File: config.mk
export PLATFORM = sky130hd
export DESIGN_NAME = midcourse_maneuver_sequencer
export DESIGN_NICKNAME = d
export VERILOG_FILES = /design/src/logic/midcourse_pkg.sv /design/src/logic/midcourse_maneuver_sequencer.sv
export SDC_FILE = /design/constraint.sdc
export NUM_CORES = 1
export LEC_CHECK = 0
export ABC_AREA = 1
export BUFFER_PORTS_ARGS = -buffer_cell sky130_fd_sc_hd__buf_2
export CAP_MARGIN = 20
export CORE_UTILIZATION = 35
export CTS_BUF_LIST = sky130_fd_sc_hd__clkbuf_4 sky130_fd_sc_hd__clkbuf_8
export CTS_CLUSTER_DIAMETER = 30
export DETAILED_ROUTE_END_ITERATION = 10
export GPL_ROUTABILITY_DRIVEN = 0
export PLACE_DENSITY = 0.66
export SLEW_MARGIN = 10
export SYNTH_ARGS = -nofsm -noshare
export SYNTH_HDL_FRONTEND = slang
export SYNTH_SLANG_ARGS = --single-unit
File: constraint.sdc
create_clock -name hclk -period 5.54 [get_ports hclk]
set_input_delay 1.108 -clock hclk [delete_from_list [all_inputs] [get_ports hclk]]
set_output_delay 1.108 -clock hclk [all_outputs]
set_load 0.01 [all_outputs]
File: src/logic/midcourse_pkg.sv
/*
 * Shared constants and carrier types for the midcourse maneuver sequencer:
 * register map, field positions, event minutes, decoder counts and the
 * packed structs that group the command link, overflows and outputs.
 * Assumes a single 50 MHz clock domain and a word-wide AHB-Lite bus.
 */
// Functional notes
// - Start command activates sequencer, emits time zero.
// - Minute counter advances once per minute tick.
// - Each event fires once until re-armed.
// - Events at 60, 82, 104, 110 minutes.
// - Timing indicator set by pitch, roll and burn, cleared by end or overflow.
// - Counter overflow at 199 returns to idle.
// - Time zero sets the gyro output.
// - Minute 60 sets inertial, pitch, starts pitch.
// - Register turn-on copies stored polarity to output.
// - Pitch overflow clears polarity and pitch select.
// - Minute 82 selects roll; roll overflow clears.
// - Pitch and roll selects never both set.
// - Minute 104 ignites motor, enables velocity counting.
// - Velocity overflow pulses motor cutoff.
// - Minute 110 clears turn, gyro, inertial outputs.
// - Address register keeps command bits four, five.
// - Address powers registers only during bits 6-17.
// - Bit eighteen loads polarity, turn-on transfers it.
// - Polarity set means positive turn.
// - Alert returns all decoder flip-flops to initial.
// - Six-state and three-state sections count 18 bits.
// - Parity toggles on ones, odd gives parity good.
package midcourse_pkg;

	// ------------------------------------------------------------------
	// Register map (byte addresses) and fields.
	// ------------------------------------------------------------------
	localparam logic [7:0]  ADDR_CONTROL   = 8'h00;     // Start strobe and input enable.
	localparam logic [7:0]  ADDR_STATUS    = 8'h04;     // Sequencer state, minute and outputs.
	localparam logic [7:0]  ADDR_DECODER   = 8'h08;     // Serial decoder flip-flops.
	localparam int          CTRL_START_BIT = 0;         // Write one to start a sequence.
	localparam int          CTRL_EXT_EN_BIT = 1;        // Lets the start pin act.
	localparam logic        CTRL_EXT_EN_RESET = 1'h1;   // Start pin enabled after reset.
	localparam int          STAT_ACTIVE_BIT = 0;        // Sequencer active.
	localparam int          STAT_MINUTE_LSB = 8;        // Eight-bit minute count.
	localparam int          STAT_RELAY_LSB  = 16;       // Eight relay output bits.
	localparam int          STAT_POWER_LSB  = 24;       // Six duration control bits.
	localparam int          DEC_LO_LSB      = 0;        // Six-state section.
	localparam int          DEC_HI_LSB      = 4;        // Three-state section.
	localparam int          DEC_ADDR_LSB    = 8;        // Two address flip-flops.
	localparam int          DEC_PARITY_BIT  = 12;       // Parity flip-flop.
	localparam int          DEC_PPOL_BIT    = 16;       // Pitch polarity store.
	localparam int          DEC_RPOL_BIT    = 17;       // Roll polarity store.

	// ------------------------------------------------------------------
	// Minute offsets of the sequence events.
	// ------------------------------------------------------------------
	localparam logic [7:0]  EV_PITCH_MIN    = 8'h3C;    // 60 minutes.
	localparam logic [7:0]  EV_ROLL_MIN     = 8'h52;    // 82 minutes.
	localparam logic [7:0]  EV_BURN_MIN     = 8'h68;    // 104 minutes.
	localparam logic [7:0]  EV_END_MIN      = 8'h6E;    // 110 minutes.
	localparam logic [7:0]  MINUTE_OVERFLOW = 8'hC7;    // 199 minutes.
	localparam logic [7:0]  MINUTE_STEP     = 8'h01;

	// ------------------------------------------------------------------
	// Serial decoder counts and address codes (bits four and five).
	// ------------------------------------------------------------------
	localparam logic [2:0]  LO_LAST         = 3'h5;     // Six states 0..5.
	localparam logic [2:0]  LO_CARRY        = 3'h4;     // Fifth state moves the high section.
	localparam logic [1:0]  HI_LAST         = 2'h2;     // Three states 0..2.
	localparam logic [4:0]  ADDR_BITS       = 5'h05;    // Bits one to five are address.
	localparam logic [4:0]  WINDOW_LAST     = 5'h10;    // Bits received before bit 17.
	localparam logic [4:0]  POLARITY_PREV   = 5'h11;    // Bits received before bit 18.
	localparam logic [1:0]  ADDRESS_PITCH   = 2'h2;
	localparam logic [1:0]  ADDRESS_ROLL    = 2'h1;
	localparam logic [1:0]  ADDRESS_VELOCITY = 2'h3;

	// ------------------------------------------------------------------
	// Types.
	// ------------------------------------------------------------------
	typedef enum logic [1:0] {
		SEQ_IDLE   = 2'b01,
		SEQ_ACTIVE = 2'b10
	} seq_state_t;

	typedef struct packed {
		logic alert;                // Start of a command word.
		logic sync;                 // One-cycle strobe per bit.
		logic info;                 // Bit value, valid with sync.
	} command_link_t;

	typedef struct packed {
		logic pitch;
		logic roll;
		logic velocity;
	} duration_overflow_t;

	typedef struct packed {
		logic gyro_on_output;
		logic inertial_control_output;
		logic turn_polarity_output;
		logic pitch_torquer_select;
		logic roll_torquer_select;
		logic motor_ignite_pulse;
		logic motor_cutoff_pulse;
		logic maneuver_timing;
	} relay_outputs_t;

	typedef struct packed {
		logic pitch_power;
		logic roll_power;
		logic velocity_power;
		logic velocity_count_enable;
		logic sync_mc;
		logic info_mc;
	} duration_control_t;

endpackage

File: src/logic/midcourse_maneuver_sequencer.sv
/*
 * Midcourse maneuver sequencer: minute clock with one-shot events, the
 * relay-style maneuver outputs, the serial command decoder with address
 * and polarity stores, and an AHB-Lite register slave.
 * Assumes every input is synchronous to hclk, sync and minute_tick are
 * one-cycle strobes, and the duration shift registers live outside.
 */
// The AHB-Lite interface to the registers and the register addresses were left to the implementer.
`timescale 1ns/10ps
module midcourse_maneuver_sequencer (
	input  wire logic                              hclk,
	input  wire logic                              hresetn,
	input  wire logic                              hsel,
	input  wire logic [31:0]                       haddr,
	input  wire logic [1:0]                        htrans,
	input  wire logic                              hwrite,
	input  wire logic [2:0]                        hsize,
	input  wire logic [31:0]                       hwdata,
	input  wire logic                              hready,
	output logic                                   hreadyout,
	output logic                                   hresp,
	output logic [31:0]                            hrdata,
	input  wire logic                              midcourse_start_command,
	input  wire logic                              minute_tick,
	input  wire midcourse_pkg::command_link_t      link,
	input  wire midcourse_pkg::duration_overflow_t overflow,
	output midcourse_pkg::relay_outputs_t          relays,
	output midcourse_pkg::duration_control_t       duration,
	output logic                                   parity_good_pulse,
	output logic                                   midcourse_clamp
);

	// ------------------------------------------------------------------
	// Declarations.
	// ------------------------------------------------------------------
	midcourse_pkg::seq_state_t state;          // Idle or active midcourse.
	logic [7:0]                minute;         // Minutes since the start.
	logic                      time_zero;      // One-cycle start event.
	logic [3:0]                armed;          // One-shot arming, one per event.
	logic [3:0]                ev_fire;        // Registered event pulses.
	logic [3:0]                fire_cond;      // Event decode this cycle.
	logic [7:0]                ev_minute [4];  // Event minute table.
	logic                      ext_en;         // Start pin enable.
	logic                      soft_start;     // Start written by software.
	logic                      start_req;      // Any start request.
	logic                      active;
	logic                      tick_overflow;
	logic                      ev_pitch, ev_roll, ev_burn, ev_end;
	logic                      pitch_run, roll_run, velocity_run, count_enable;
	logic [2:0]                lo;             // Six-state section.
	logic [1:0]                hi;             // Three-state section.
	logic [1:0]                addr;           // Address bits four and five.
	logic                      parity;         // Running ones parity.
	logic                      pitch_pol, roll_pol;
	logic [4:0]                bits_rx;        // Bits received in this word.
	logic                      window;         // Bits six to seventeen.
	logic                      is_pitch, is_roll, is_velocity;
	logic                      addr_valid;
	logic                      bit18;
	logic [2:0]                next_lo;
	logic [1:0]                next_hi;
	midcourse_pkg::relay_outputs_t    next_relays;
	midcourse_pkg::duration_control_t next_duration;
	logic                      pitch_set, roll_set, polarity_set, timing_set;
	logic                      any_register_overflow;
	logic                      ap_valid, dp_write;
	logic [7:0]                dp_addr;
	logic [31:0]               read_mux;

	// ------------------------------------------------------------------
	// Bit counter decode helper.
	// ------------------------------------------------------------------
	// The high section steps when the low one enters its fifth state, so
	// the number of bits received is recovered from both sections.
	function automatic logic [4:0] bits_received(input logic [2:0] l, input logic [1:0] h);
		logic [1:0] k;
		k = h;
		if (l >= midcourse_pkg::LO_CARRY) begin
			k = (h == 2'h0) ? midcourse_pkg::HI_LAST : h - 2'h1;
		end
		return 5'(l) + {1'b0, k, 2'b00} + {2'b00, k, 1'b0};
	endfunction

	// ------------------------------------------------------------------
	// Start and minute counter.
	// ------------------------------------------------------------------
	assign active        = (state == midcourse_pkg::SEQ_ACTIVE);
	assign start_req     = (midcourse_start_command & ext_en) | soft_start;
	assign tick_overflow = active & minute_tick & (minute == (midcourse_pkg::MINUTE_OVERFLOW - 8'h01));
	assign midcourse_clamp = ~active;

	// Start leaves idle, releases the clamp and emits time zero; overflow
	// stops the counter at zero and reapplies the clamp.
	always_ff @(posedge hclk or negedge hresetn) begin
		if (!hresetn) begin
			state     <= midcourse_pkg::SEQ_IDLE;
			minute    <= 8'h00;
			time_zero <= 1'b0;
		end else begin
			time_zero <= 1'b0;
			unique case (state)
				midcourse_pkg::SEQ_IDLE: begin
					if (start_req) begin
						state     <= midcourse_pkg::SEQ_ACTIVE;
						time_zero <= 1'b1;
					end
					minute <= 8'h00;
				end
				midcourse_pkg::SEQ_ACTIVE: begin
					if (tick_overflow) begin
						state  <= midcourse_pkg::SEQ_IDLE;
						minute <= 8'h00;
					end else if (minute_tick) begin
						minute <= minute + midcourse_pkg::MINUTE_STEP;
					end
				end
			endcase
		end
	end

	// ------------------------------------------------------------------
	// One-shot event generators.
	// ------------------------------------------------------------------
	assign ev_minute[0] = midcourse_pkg::EV_PITCH_MIN;
	assign ev_minute[1] = midcourse_pkg::EV_ROLL_MIN;
	assign ev_minute[2] = midcourse_pkg::EV_BURN_MIN;
	assign ev_minute[3] = midcourse_pkg::EV_END_MIN;

	// The count holds each value for a whole minute, so the arming flag is
	// what keeps an event to a single pulse.
	for (genvar k = 0; k < 4; k++) begin : g_event
		assign fire_cond[k] = active & armed[k] & (minute == ev_minute[k]);
		always_ff @(posedge hclk or negedge hresetn) begin
			if (!hresetn) begin
				armed[k]   <= 1'b1;
				ev_fire[k] <= 1'b0;
			end else begin
				ev_fire[k] <= fire_cond[k];
				if (!active) begin
					armed[k] <= 1'b1;
				end else if (fire_cond[k]) begin
					armed[k] <= 1'b0;
				end
			end
		end
	end

	assign ev_pitch = ev_fire[0];
	assign ev_roll  = ev_fire[1];
	assign ev_burn  = ev_fire[2];
	assign ev_end   = ev_fire[3];

	// ------------------------------------------------------------------
	// Maneuver outputs.
	// ------------------------------------------------------------------
	assign any_register_overflow = overflow.pitch | overflow.roll | overflow.velocity;
	assign pitch_set    = ev_pitch & ~relays.roll_torquer_select & ~ev_roll;
	assign roll_set     = ev_roll;
	assign polarity_set = (ev_pitch & pitch_pol) | (ev_roll & roll_pol);
	assign timing_set   = ev_pitch | ev_roll | ev_burn;

	assign next_relays.gyro_on_output = time_zero | (relays.gyro_on_output & ~ev_end);
	assign next_relays.inertial_control_output = ev_pitch | (relays.inertial_control_output & ~ev_end);
	assign next_relays.turn_polarity_output = polarity_set |
		(relays.turn_polarity_output & ~overflow.pitch & ~overflow.roll & ~ev_end);
	assign next_relays.pitch_torquer_select = pitch_set |
		(relays.pitch_torquer_select & ~overflow.pitch & ~ev_end & ~roll_set);
	assign next_relays.roll_torquer_select = roll_set |
		(relays.roll_torquer_select & ~overflow.roll & ~ev_end);
	assign next_relays.motor_ignite_pulse = ev_burn & ~relays.pitch_torquer_select &
		~relays.roll_torquer_select;
	assign next_relays.motor_cutoff_pulse = overflow.velocity & velocity_run;
	assign next_relays.maneuver_timing = timing_set |
		(relays.maneuver_timing & ~ev_end & ~any_register_overflow);

	// All relay outputs come straight from flip-flops so downstream drivers never
	// see decode glitches.
	always_ff @(posedge hclk or negedge hresetn) begin
		if (!hresetn) begin
			relays <= '0;
		end else begin
			relays <= next_relays;
		end
	end

	// Run flip-flops hold the duration registers on during the maneuver.
	// Velocity takes over when the roll register finishes.
	always_ff @(posedge hclk or negedge hresetn) begin
		if (!hresetn) begin
			pitch_run    <= 1'b0;
			roll_run     <= 1'b0;
			velocity_run <= 1'b0;
			count_enable <= 1'b0;
		end else begin
			pitch_run    <= active & (ev_pitch | (pitch_run & ~overflow.pitch));
			roll_run     <= active & (ev_roll | (roll_run & ~overflow.roll));
			velocity_run <= active & ((roll_run & overflow.roll) | (velocity_run & ~overflow.velocity));
			count_enable <= active & (ev_burn | count_enable);
		end
	end

	// ------------------------------------------------------------------
	// Serial command decoder.
	// ------------------------------------------------------------------
	assign bits_rx     = bits_received(lo, hi);
	assign window      = (bits_rx >= midcourse_pkg::ADDR_BITS) & (bits_rx <= midcourse_pkg::WINDOW_LAST);
	assign is_pitch    = (addr == midcourse_pkg::ADDRESS_PITCH);
	assign is_roll     = (addr == midcourse_pkg::ADDRESS_ROLL);
	assign is_velocity = (addr == midcourse_pkg::ADDRESS_VELOCITY);
	assign addr_valid  = window & (is_pitch | is_roll | is_velocity);
	assign bit18       = link.sync & (bits_rx == midcourse_pkg::POLARITY_PREV);
	assign next_lo     = (lo == midcourse_pkg::LO_LAST) ? 3'h0 : lo + 3'h1;
	assign next_hi     = (next_lo != midcourse_pkg::LO_CARRY) ? hi :
	                     (hi == midcourse_pkg::HI_LAST) ? 2'h0 : hi + 2'h1;

	// Eight decoder flip-flops: counter, address pair and parity.
	always_ff @(posedge hclk or negedge hresetn) begin
		if (!hresetn) begin
			lo     <= 3'h0;
			hi     <= 2'h0;
			addr   <= 2'h0;
			parity <= 1'b0;
		end else if (link.alert) begin
			lo     <= 3'h0;
			hi     <= 2'h0;
			addr   <= 2'h0;
			parity <= 1'b0;
		end else if (link.sync) begin
			lo     <= next_lo;
			hi     <= next_hi;
			if (bits_rx < midcourse_pkg::ADDR_BITS) begin
				addr <= {addr[0], link.info};
			end
			parity <= parity ^ link.info;
		end
	end

	// Polarity stores live outside the decoder, so an alert keeps them.
	// A load in the same cycle as a turn-on wins over the transfer.
	always_ff @(posedge hclk or negedge hresetn) begin
		if (!hresetn) begin
			pitch_pol         <= 1'b0;
			roll_pol          <= 1'b0;
			parity_good_pulse <= 1'b0;
		end else begin
			parity_good_pulse <= bit18 & ~link.alert & (parity ^ link.info);
			if (bit18 & ~link.alert & link.info & is_pitch) begin
				pitch_pol <= 1'b1;
			end else if (ev_pitch) begin
				pitch_pol <= 1'b0;
			end
			if (bit18 & ~link.alert & link.info & is_roll) begin
				roll_pol <= 1'b1;
			end else if (ev_roll) begin
				roll_pol <= 1'b0;
			end
		end
	end

	// Sync pulses reach the shift registers only while clamped, so a
	// running sequence cannot be overwritten.
	assign next_duration.pitch_power           = pitch_run | (addr_valid & is_pitch);
	assign next_duration.roll_power            = roll_run | (addr_valid & is_roll);
	assign next_duration.velocity_power        = velocity_run | (addr_valid & is_velocity);
	assign next_duration.velocity_count_enable = count_enable;
	assign next_duration.sync_mc               = link.sync & ~link.alert & addr_valid & ~active;
	assign next_duration.info_mc               = link.sync & ~link.alert & addr_valid & link.info;

	always_ff @(posedge hclk or negedge hresetn) begin
		if (!hresetn) begin
			duration <= '0;
		end else begin
			duration <= next_duration;
		end
	end

	// ------------------------------------------------------------------
	// AHB-Lite slave, zero wait states, always OKAY.
	// ------------------------------------------------------------------
	assign hreadyout = 1'b1;
	assign hresp     = 1'b0;
	assign ap_valid  = hsel & hready & htrans[1];
	assign read_mux  = (haddr[7:0] == midcourse_pkg::ADDR_CONTROL) ?
		{30'h0000_0000, ext_en, 1'b0} :
		(haddr[7:0] == midcourse_pkg::ADDR_STATUS) ?
		{2'b00, duration, relays, minute, 7'h00, active} :
		(haddr[7:0] == midcourse_pkg::ADDR_DECODER) ?
		{14'h0000, roll_pol, pitch_pol, 3'h0, parity, 2'h0, addr, 2'h0, hi, 1'b0, lo} :
		32'h0000_0000;

	// Read data is captured at the address phase so it stands from a flop
	// during the data phase; writes land at the end of the data phase.
	always_ff @(posedge hclk or negedge hresetn) begin
		if (!hresetn) begin
			dp_write <= 1'b0;
			dp_addr  <= 8'h00;
			hrdata   <= 32'h0000_0000;
		end else begin
			dp_write <= ap_valid & hwrite;
			dp_addr  <= haddr[7:0];
			hrdata   <= (ap_valid & ~hwrite) ? read_mux : 32'h0000_0000;
		end
	end

	always_ff @(posedge hclk or negedge hresetn) begin
		if (!hresetn) begin
			ext_en     <= midcourse_pkg::CTRL_EXT_EN_RESET;
			soft_start <= 1'b0;
		end else begin
			soft_start <= dp_write & (dp_addr == midcourse_pkg::ADDR_CONTROL) &
				hwdata[midcourse_pkg::CTRL_START_BIT];
			if (dp_write & (dp_addr == midcourse_pkg::ADDR_CONTROL)) begin
				ext_en <= hwdata[midcourse_pkg::CTRL_EXT_EN_BIT];
			end
		end
	end
endmodule

==> results of run 1 <==
## routing by layer
layer | vias to the layer above | GRT usage (%) | share of wire, %
met5 | - | 0 | 0
met4 | 0 | 6.44 | 2.1
met3 | 14 | 4.49 | 5.6
met2 | 72 | 24.0 | 47
met1 | 1327 | 18.9 | 45
li1 | 1396 | - | -
## flip-flops by register name, summed over array words and instances (netlist names), 2 cells and up
name	cells
hi	2
dp_addr	8
armed	4
minute	8
addr	2
lo	3
relays	8
state	2
hrdata	27
duration	6
## power by group through the flow
stage | logic (mW) | registers [mW] | clock network, mW
2_1_floorplan | 0.151 | 0.692 | 0
3_3_place_gp | 0.178 | 0.715 | 0
3_5_place_dp | 0.183 | 0.715 | 0
4_1_cts | 0.186 | 0.704 | 0.543
5_1_grt | 0.221 | 0.710 | 0.575
6_report | 0.187 | 0.705 | 0.528
## cell families (layout without fill, tap and decap cells)
kind of cell	count (synthesis)	in the layout	synth area share [%]
AO/OA/AOI/OAI	34	34	5.02
XOR/XNOR	5	5	1.19
adder cells (fa/ha/maj)	10	10	3.39
buffers and inverters	65	136	7.74
flip-flops	86	86	58.6
other	2	7	0.204
AND/OR/NAND/NOR	201	201	23.9
## per-stage QoR
step | total power, mW | worst slack, ps | util, % | instance area (um2)
global placement | 0.893 | 2940 | 40.2 | 4130
detailed placement | 0.898 | 2980 | 40.2 | 4130
floorplan | 0.843 | 3410 | - | 3710
finish | 1.42 | 2950 | 42.8 | 4400
global route | 1.51 | 2870 | 42.8 | 4400
CTS | 1.43 | 2910 | 42.5 | 4370
## cell type report
type	count	area, um2
Clock buffer	10	131
Timing Repair Buffer	68	368
Inverter	52	198
Fill cell	1038	5880
Tap cell	136	170
Sequential cell	86	2160
Clock inverter	6	111
Multi-Input combinational cell	257	1260
## final timing paths
path,start,endpoint,slack (ps),cells past startpoint
max in group asynchronous,hresetn,armed[3],4270,2
hold reg to reg,count_enable,duration[2],390,0
hold / removal,count_enable,duration[2],390,0
setup reg to reg,hi[0],pitch_pol,3120,12
setup / recovery,state[0],midcourse_clamp,2950,4
min in group asynchronous,hresetn,hi[1],640,1
## cells in the final DEF (no fill, tap or decap), types with 3 or more instances in the layout
master	n
dfrtp_1	80
bufinv_16	3
nand4_1	10
conb_1	7
nand3_1	28
xor2_1	4
dfstp_2	6
ha_1	10
a21oi_1	14
buf_2	65
nor2_2	11
o21ai_0	14
nand2_1	89
nor2_1	44
o21bai_1	3
nor3_1	16
inv_1	49
clkbuf_8	9
## worst max-delay path: cells and delay by family, from the launching register on
kind                   cells  cell delay (ps)
AND/OR/NAND/NOR            1               40
buffers and inverters      3              540
flip-flops                 1              550
==> metrics.txt, run 1 <==
DR WL/cell 12.4 um; CP Max Fanout 15; DR iter-0 viols 89; area delta synth->final 19.3%; CP startpoint kind register; post-CTS setup buffers 0; share of post-route cells with drive strength above 1 21.7%; Final setup viols 0; fin nets approximately 570; Clk Latency, worst-skew pair around 360 ps; CTS max path bufs 2; Seq pwr share about half; Setup TNS 0 ps; total wire length about 7600 um; Final Hold Vio Count 0; unrepaired setup endpoints after global routing no; area leader, netlist dfrtp_1; PD cells ~320 nW/um2; CTS H-tree depth 3; Reg clk slew, reported paths 90 ps; Final Max Slew Viols 0; Net Switching a little under 0.4 mW; largest stage delay on the critical path between 500 and 600 ps; gr ovfl total 0; crit path kind register to output pin; Initial Util 35.9%; Post-synth ARST share 100%; FP Rows 37; DP Wirelength 5510 um; Die Footprint between 10,000 and 15,000 um2; Cell Chain, Critical Path nor2_1 > buf_4 > inv_1 > buf_2; cts hold-fix bufs 0; nature of the critical path endpoint output pin; Crit-path slowest cell dfstp_2; Sw Ratio around 28%; Post-synth EDFFs 0; worst hold margin ~390 ps; CTS tree built; ys flop type dfrtp_1; maximum vdd drop 0.101 mV; initial antenna violation count 0; Inst Count DP 598; Post-route DRC 0; Die Ht 105 um; combinational group share of total power 13.2%; Horiz. Die Dim 105 um; Worst EP required 4430 ps; P_leak between 2 and 2.5 nW; Synth area leaders dfrtp_1 54%, nand2_1 9.1%, inv_1 5.0%; CTS buffer count 9; top-area cell type share of the netlist area approximately 54%; Syn Std Cell Area 3690 um2; Max-Cap Viols 0; Synth cell types 28; io pins 132; fin cells roughly 620; Fmax between 0.3 and 0.4 GHz; register area share after synthesis between 50% and 60%; vias in the first global route around 2,800; total number of vias 2,809; hold crit path type register to register; DRT Pass-1 Iters 6; Root Buffer clkbuf_8; Via density about 4.6; synth cell count leaders 89 x nand2_1, 80 x dfrtp_1, 49 x inv_1; Final Critical Period 2590 ps; Core Area about 10,000 um2; ANT nets after route 0; first-pass GRT wire length roughly 13,000 um; Synth Area per Inst 9.15 um2; Least-Margin Pin Slew between 600 and 700 ps; Ant. Diodes 0; outcome finished clean; clock skew roughly 9 ps; GRT Total Usage about 15%; FF+latch count, synth 86; # port buffers between 60 and 70; Sink Count 86; CTS resizes 0; most common cell in the netlist nand2_1; period utilization 46.8%; Int Pwr 1.03 mW; Post-Syn Instances around 400; Clock power frac 37.2%; relative slew slack a little under three fifths; Yosys Warn Count 0; Data arrival, critical path about 1500 ps; largest net degree at the start of global routing 87
Note: power is estimated with default switching activity, not from simulation.
==> inputs of run 2 (changes only) <==
Settings changed: ABC_AREA 1 to 0, PLACE_DENSITY 0.66 to 0.68.
Clock period 5.54 ns to 2.2 ns, I/O delays scaled along.
==> metrics.txt, run 2 <==
Inst Count DP 510 (-15%); period utilization 110%; Setup WS post-layout -224 ps (-3170 ps); Final Critical Period about 2400 ps; FP Rows 36 (-2.7%); largest reg by FF count hrdata; first-pass GRT wire length 12,100 um (-6.0%); Die Footprint 10,700 um2 (-2.5%); CTS tree built; Max-Cap Viols 0 (unchanged); commonest non-fill, non-tap cells in the layout 80 x dfrtp_1, 65 x buf_2, 25 x nor2_1; DR WL/cell 14.8 um (+20%); Final Cell Area 4440 um2 (+1.0%); fin cells 531 (-14%); PD cells 697 nW/um2 (+120%); nature of the critical path endpoint register; CTS H-tree depth 3 (unchanged); area delta synth->final 23.7%; Ant. Diodes 0 (unchanged); Post-route DRC 0 (unchanged); failing checks negative setup slack; Initial Util 36.4% (+0.54 points); Synth area leaders dfrtp_1 56%, dfstp_2 4.4%, and3_1 4.0%; most common cell after layout, fill and taps aside dfrtp_1; P_leak 2.40 nW (+5.5%); DRT Pass-1 Iters 5 (-1); relative slew slack 55.9% (-1.7 points); Post-synth ARST share 100% (unchanged); RR Endpoint pitch_pol; Least-Margin Pin Slew 661 ps (+26.5 ps); clock skew 8.90 ps (+0.0583 ps); # port buffers 66 (unchanged); FF-to-FF path depth 11 (-1); CP Max Fanout 3 (-12); Final Power 3.10 mW (+120%); Synth Area per Inst 11.6 um2 (+26%); unrepaired setup endpoints after global routing yes; FF+latch count, synth 86 (unchanged); Clk Latency, worst-skew pair 350 ps (about the same); Die Ht 103 um (-1.3%); RR Startpoint hi[1]; Fmax slightly above 0.4 GHz; Data arrival, critical path 2690 ps (+1200 ps); DP Wirelength 5710 um (+3.6%); Sink Count 86 (unchanged); CTS buffer count 9 (unchanged); worst slack, placed -361 ps (-3340 ps); ys flop type dfrtp_1; Horiz. Die Dim 103 um (-1.3%); CTS max path bufs 2 (unchanged); Via density 4.80 (+5.1%); worst hold margin 53.7 ps (-334 ps); Synth cell types 50 (+79%); fin nets 485 (-14%); area leader, netlist dfrtp_1; share of post-route cells with drive strength above 1 33.9% (+12 points); outcome complete, but fails checks; maximum vdd drop 0.299 mV (+190%); DR iter-0 viols 172 (+93%); total wire length 7870 um (+3.6%); Syn Std Cell Area 3590 um2 (-2.6%); GRT Total Usage 15.5% (+0.43 points); final core occ 45.0% (+2.2 points); crit path kind register to register; Post-synth EDFFs 0 (unchanged); top-area cell type share of the netlist area 55.7% (+1.4 points); max reg flops 27 (unchanged); Setup TNS -784 ps (-784 ps); R2R setup slack -220 ps (-3340 ps); gr ovfl total 0 (unchanged); # fillers 875 (-16%); ANT nets after route 0 (unchanged); Worst EP required 2460 ps (-1970 ps); Core Area 9860 um2 (-4.0%); register area share after synthesis 60.1% (+1.6 points); vias in the first global route 2,515 (-11%); most common cell in the netlist dfrtp_1; Yosys Warn Count 0 (unchanged); hold crit path type primary input to async pin; Final Hold Vio Count 0 (unchanged); synth cell count leaders 80 x dfrtp_1, 25 x nor2_1, 23 x and3_1; Final Max Slew Viols 0 (unchanged); DP Area 4150 um2 (+0.52%); initial antenna violation count 0 (unchanged); cts hold-fix bufs 0 (unchanged); Final setup viols 7 (+7); Post-Syn Instances 311 (-23%); CP startpoint kind register; largest net degree at the start of global routing 48 (-45%); total number of vias 2,550 (-9.2%); Root Buffer clkbuf_8; Reg clk slew, reported paths 90 ps (about the same); io pins 132 (unchanged)
[run 2: timing repair]
item                                    CTS  global route
gates cloned                              0             0
buffers inserted                          3             2
endpoints found under the setup margin    7            10
pin swaps                                 6             1
gates resized for setup                   5             5
[run 2: cell type report]
type / count / area [um2] / share of cell area [%]
clock inverter: 4 / 30.0 / 0.676
sequential: 86 / 2160 / 48.6
inverter: 19 / 71.3 / 1.61
clock buffer: 12 / 165 / 3.72
tap: 133 / 166 / 3.75
timing repair buffer: 88 / 514 / 11.6
multi-input combinational: 189 / 1340 / 30.1
[run 2: worst max-delay path by stage]
stage / start / end / slack, ps / depth (start not counted)
after floorplan: hi[0] / roll_pol / -200 / 11
after global placement: hi[1] / roll_pol / -280 / 11
after detailed placement: hi[1] / roll_pol / -360 / 11
after CTS: hi[1] / roll_pol / -220 / 11
after global routing: hi[1] / roll_pol / -350 / 11
final: hi[1] / pitch_pol / -220 / 11
[run 2: worst max-delay path, cell delays in order (launching register included)]
cell and delay [ps]:
dfrtp_1 390, inv_2 70, ha_4 270, xor2_1 130, nand2_1 70, o21ai_1 90
ha_2 210, ha_4 210, nor3_4 140, nand3_2 110, or3b_4 440, o32ai_2 200
[run 2: routing by layer]
metal  routed length [um]  track usage [%]  up-vias  part of all wire [%]
met2                 3760             25.5       74                    48
met5                    0                0        -                     0
li1                     -                -     1227                     -
met4                  143             8.88        0                   1.8
met1                 3610             19.3     1236                    46
met3                  363             2.69       13                   4.6
[run 2: logic make-up (layout without fill, tap and decap cells)]
| logic type | count (synthesis) | in the layout | share of synthesized area (%) |
|---|---|---|---|
| and+or+nand+nor | 118 | 118 | 18.0 |
| DFF | 86 | 86 | 60.1 |
| buffers and inverters | 41 | 123 | 5.75 |
| AOI/OAI and AO/OA | 36 | 36 | 7.63 |
| adders and majority gates | 10 | 10 | 3.48 |
| xor gates and xnor gates | 10 | 10 | 2.44 |
| muxes | 8 | 8 | 2.40 |
| other | 2 | 7 | 0.209 |
[run 2: power breakdown]
group	leakage (nW)	switching, mW	internal (mW)
Combinational	1.17	0.158	0.118
Sequential	1.13	0.119	1.64
Clock	0.0986	0.557	0.505
Total	2.40	0.834	2.26
==> inputs of run 3 (changes only) <==
Settings changed: REMOVE_ABC_BUFFERS set to 1.
==> metrics.txt, run 3 (synthesized netlist as in run 2, its figures left out) <==
outcome complete, but fails checks; failing checks negative setup slack; Horiz. Die Dim 103 um (unchanged); Final Critical Period 2440 ps (+18.5 ps); Seq pwr share 54.0% (-2.8 points); CP Launch Point hi[1]; GRT Total Usage 15.4% (-0.027 points); FF-to-FF path depth 11 (unchanged); CP dominant cell by count ha_4; R2R setup slack -240 ps (-20 ps); Max-Cap Viols 0 (unchanged); CTS buffer count 9 (unchanged); nature of the critical path endpoint register; most common cell after layout, fill and taps aside dfrtp_1; CTS max path bufs 2 (unchanged); RR Startpoint hi[1]; Reg clk slew, reported paths 90 ps (about the same); Final Hold Vio Count 0 (unchanged); largest net degree at the start of global routing 36 (-25%); max reg flops 27 (unchanged); gr ovfl total 0 (unchanged); WP depth 11 (unchanged); area delta synth->final 24.2%; Die Footprint 10,700 um2 (unchanged); FP Rows 36 (unchanged); Worst EP required 2460 ps (about the same); Ant. Diodes 0 (unchanged); total number of vias 2,531 (-0.75%); Final setup viols 7 (unchanged); Data arrival, critical path 2700 ps (about the same); Crit-path slowest cell or3b_4; Post-route DRC 0 (unchanged); fin nets 483 (-0.41%); sequential cell area 2160 um2 (unchanged); Core Area 9860 um2 (unchanged); Fmax 0.409 GHz (-0.76%); RR Endpoint pitch_pol; Net Switching 0.833 mW (about the same); Inst Count DP 509 (-0.20%); CP startpoint kind register; cts hold-fix bufs 0 (unchanged); DP Wirelength 5240 um (-8.2%); commonest non-fill, non-tap cells in the layout 80 x dfrtp_1, 65 x buf_2, 25 x nor2_1; Buf+Inv Stages, Crit Path 1 (unchanged); Setup WS post-layout -243 ps (-18.5 ps); vias in the first global route 2,575 (+2.4%); Final Power 3.26 mW (+5.2%); Final Max Slew Viols 0 (unchanged); Cell Chain, Critical Path inv_2 > ha_4 > xor2_1 > nand2_1 > o21ai_2 > ha_2 > ha_4 > nor3_4 > nand3_2 > or3b_4 > o32ai_2; unrepaired setup endpoints after global routing yes; P_leak 2.40 nW (about the same); Initial Util 36.4% (unchanged); largest reg by FF count hrdata; maximum vdd drop 0.330 mV (+10%); total wire length 7620 um (-3.3%); initial antenna violation count 0 (unchanged); DR WL/cell 14.4 um (-2.9%); ANT nets after route 0 (unchanged); largest stage delay on the critical path 420 ps (-20 ps); io pins 132 (unchanged); Die Ht 103 um (unchanged); Sw Ratio 25.6% (-1.3 points); PD cells 730 nW/um2 (+4.8%); Via density 4.78 (-0.37%); Int Pwr 2.42 mW (+7.1%); clock skew 9.41 ps (+0.511 ps); CP Max Fanout 3 (unchanged); share of post-route cells with drive strength above 1 34.3% (+0.42 points); Sink Count 86 (unchanged); CP endpoint pitch_pol; Multi-input gate area 1350 um2 (+0.75%); Root Buffer clkbuf_8; CTS tree built; Clock power frac 37.7% (+3.4 points); hold crit path type primary input to async pin; Top delay family on crit path simple AND/OR/NAND/NOR gates; CTS H-tree depth 3 (unchanged); Setup TNS -1020 ps (-237 ps); fin cells 529 (-0.38%); combinational group share of total power 8.3% (-0.6 points); # port buffers 66 (unchanged); Clk Latency, worst-skew pair 350 ps (about the same); DR iter-0 viols 155 (-9.9%); period utilization 111% (+0.84 points); crit path kind register to register; DRT Pass-1 Iters 4 (-1); first-pass GRT wire length 12,300 um (+1.3%); # fillers 887 (+1.4%)
-- run 3: cell count changes in the layout (fill, tap and decap cells not counted), sizes merged --
cell | before | now
buf | 88 | 86
bufinv | 0 | 2
clkinv | 3 | 1
clkbuf | 12 | 11
clkinvlp | 1 | 2
-- run 3: routing by layer --
| metal | share of wire (%) | GRT usage [%] |
|---|---|---|
| met1 | 44 | 19.1 |
| met2 | 49 | 25.7 |
| met3 | 4.7 | 3.63 |
| met4 | 1.6 | 7.15 |
| met5 | 0 | 0 |
-- run 3: worst reg2reg max path: stages, from the launching register on --
cell     delay (ps)
dfrtp_1         390
inv_2            70
ha_4            280
xor2_1          160
nand2_1          90
o21ai_2          70
ha_2            210
ha_4            210
nor3_4          150
nand3_2         110
or3b_4          420
o32ai_2         200
-- run 3: layout make-up --
cell class / instances / area share [%]
sequential: 86 / 48.4
multi-input combinational: 189 / 30.2
timing repair buffer: 86 / 11.1
tap: 133 / 3.73
clock buffer: 11 / 3.11
clock inverter: 5 / 1.88
inverter: 19 / 1.60
-- run 3: stage by stage --
step	hold slack, ps	utilization (%)	worst slack, ps	area [um2]
3_5_place_dp	368	41.6	-463	4110
6_report	22.6	45.2	-243	4460
3_3_place_gp	363	41.6	-422	4110
2_1_floorplan	144	-	-330	3480
4_1_cts	34.6	44.9	-249	4430
5_1_grt	43.2	45.2	-349	4460
-- run 3: how the worst min path moves through the flow --
stage / startpoint / endpoint / depth (start not counted)
detailed placement: count_enable / duration[2] / 0
floorplan: hresetn / addr[0] / 0
finish: hresetn / dp_addr[0] / 1
global placement: count_enable / duration[2] / 0
CTS: hresetn / dp_write / 1
global route: hresetn / dp_addr[0] / 1
-- run 3: power groups by stage --
stage	clock network (mW)	registers, mW	logic [mW]
final	1.23	1.76	0.269
after global routing	1.32	1.77	0.311
after CTS	1.25	1.76	0.268
after floorplan	0	1.75	0.151
after global placement	0	1.78	0.250
after detailed placement	0	1.79	0.257
-- run 3: timing repair --
action	CTS	global route
pin swaps	5	4
setup endpoints to repair	10	10
setup buffers	4	0
gates resized for setup	13	8
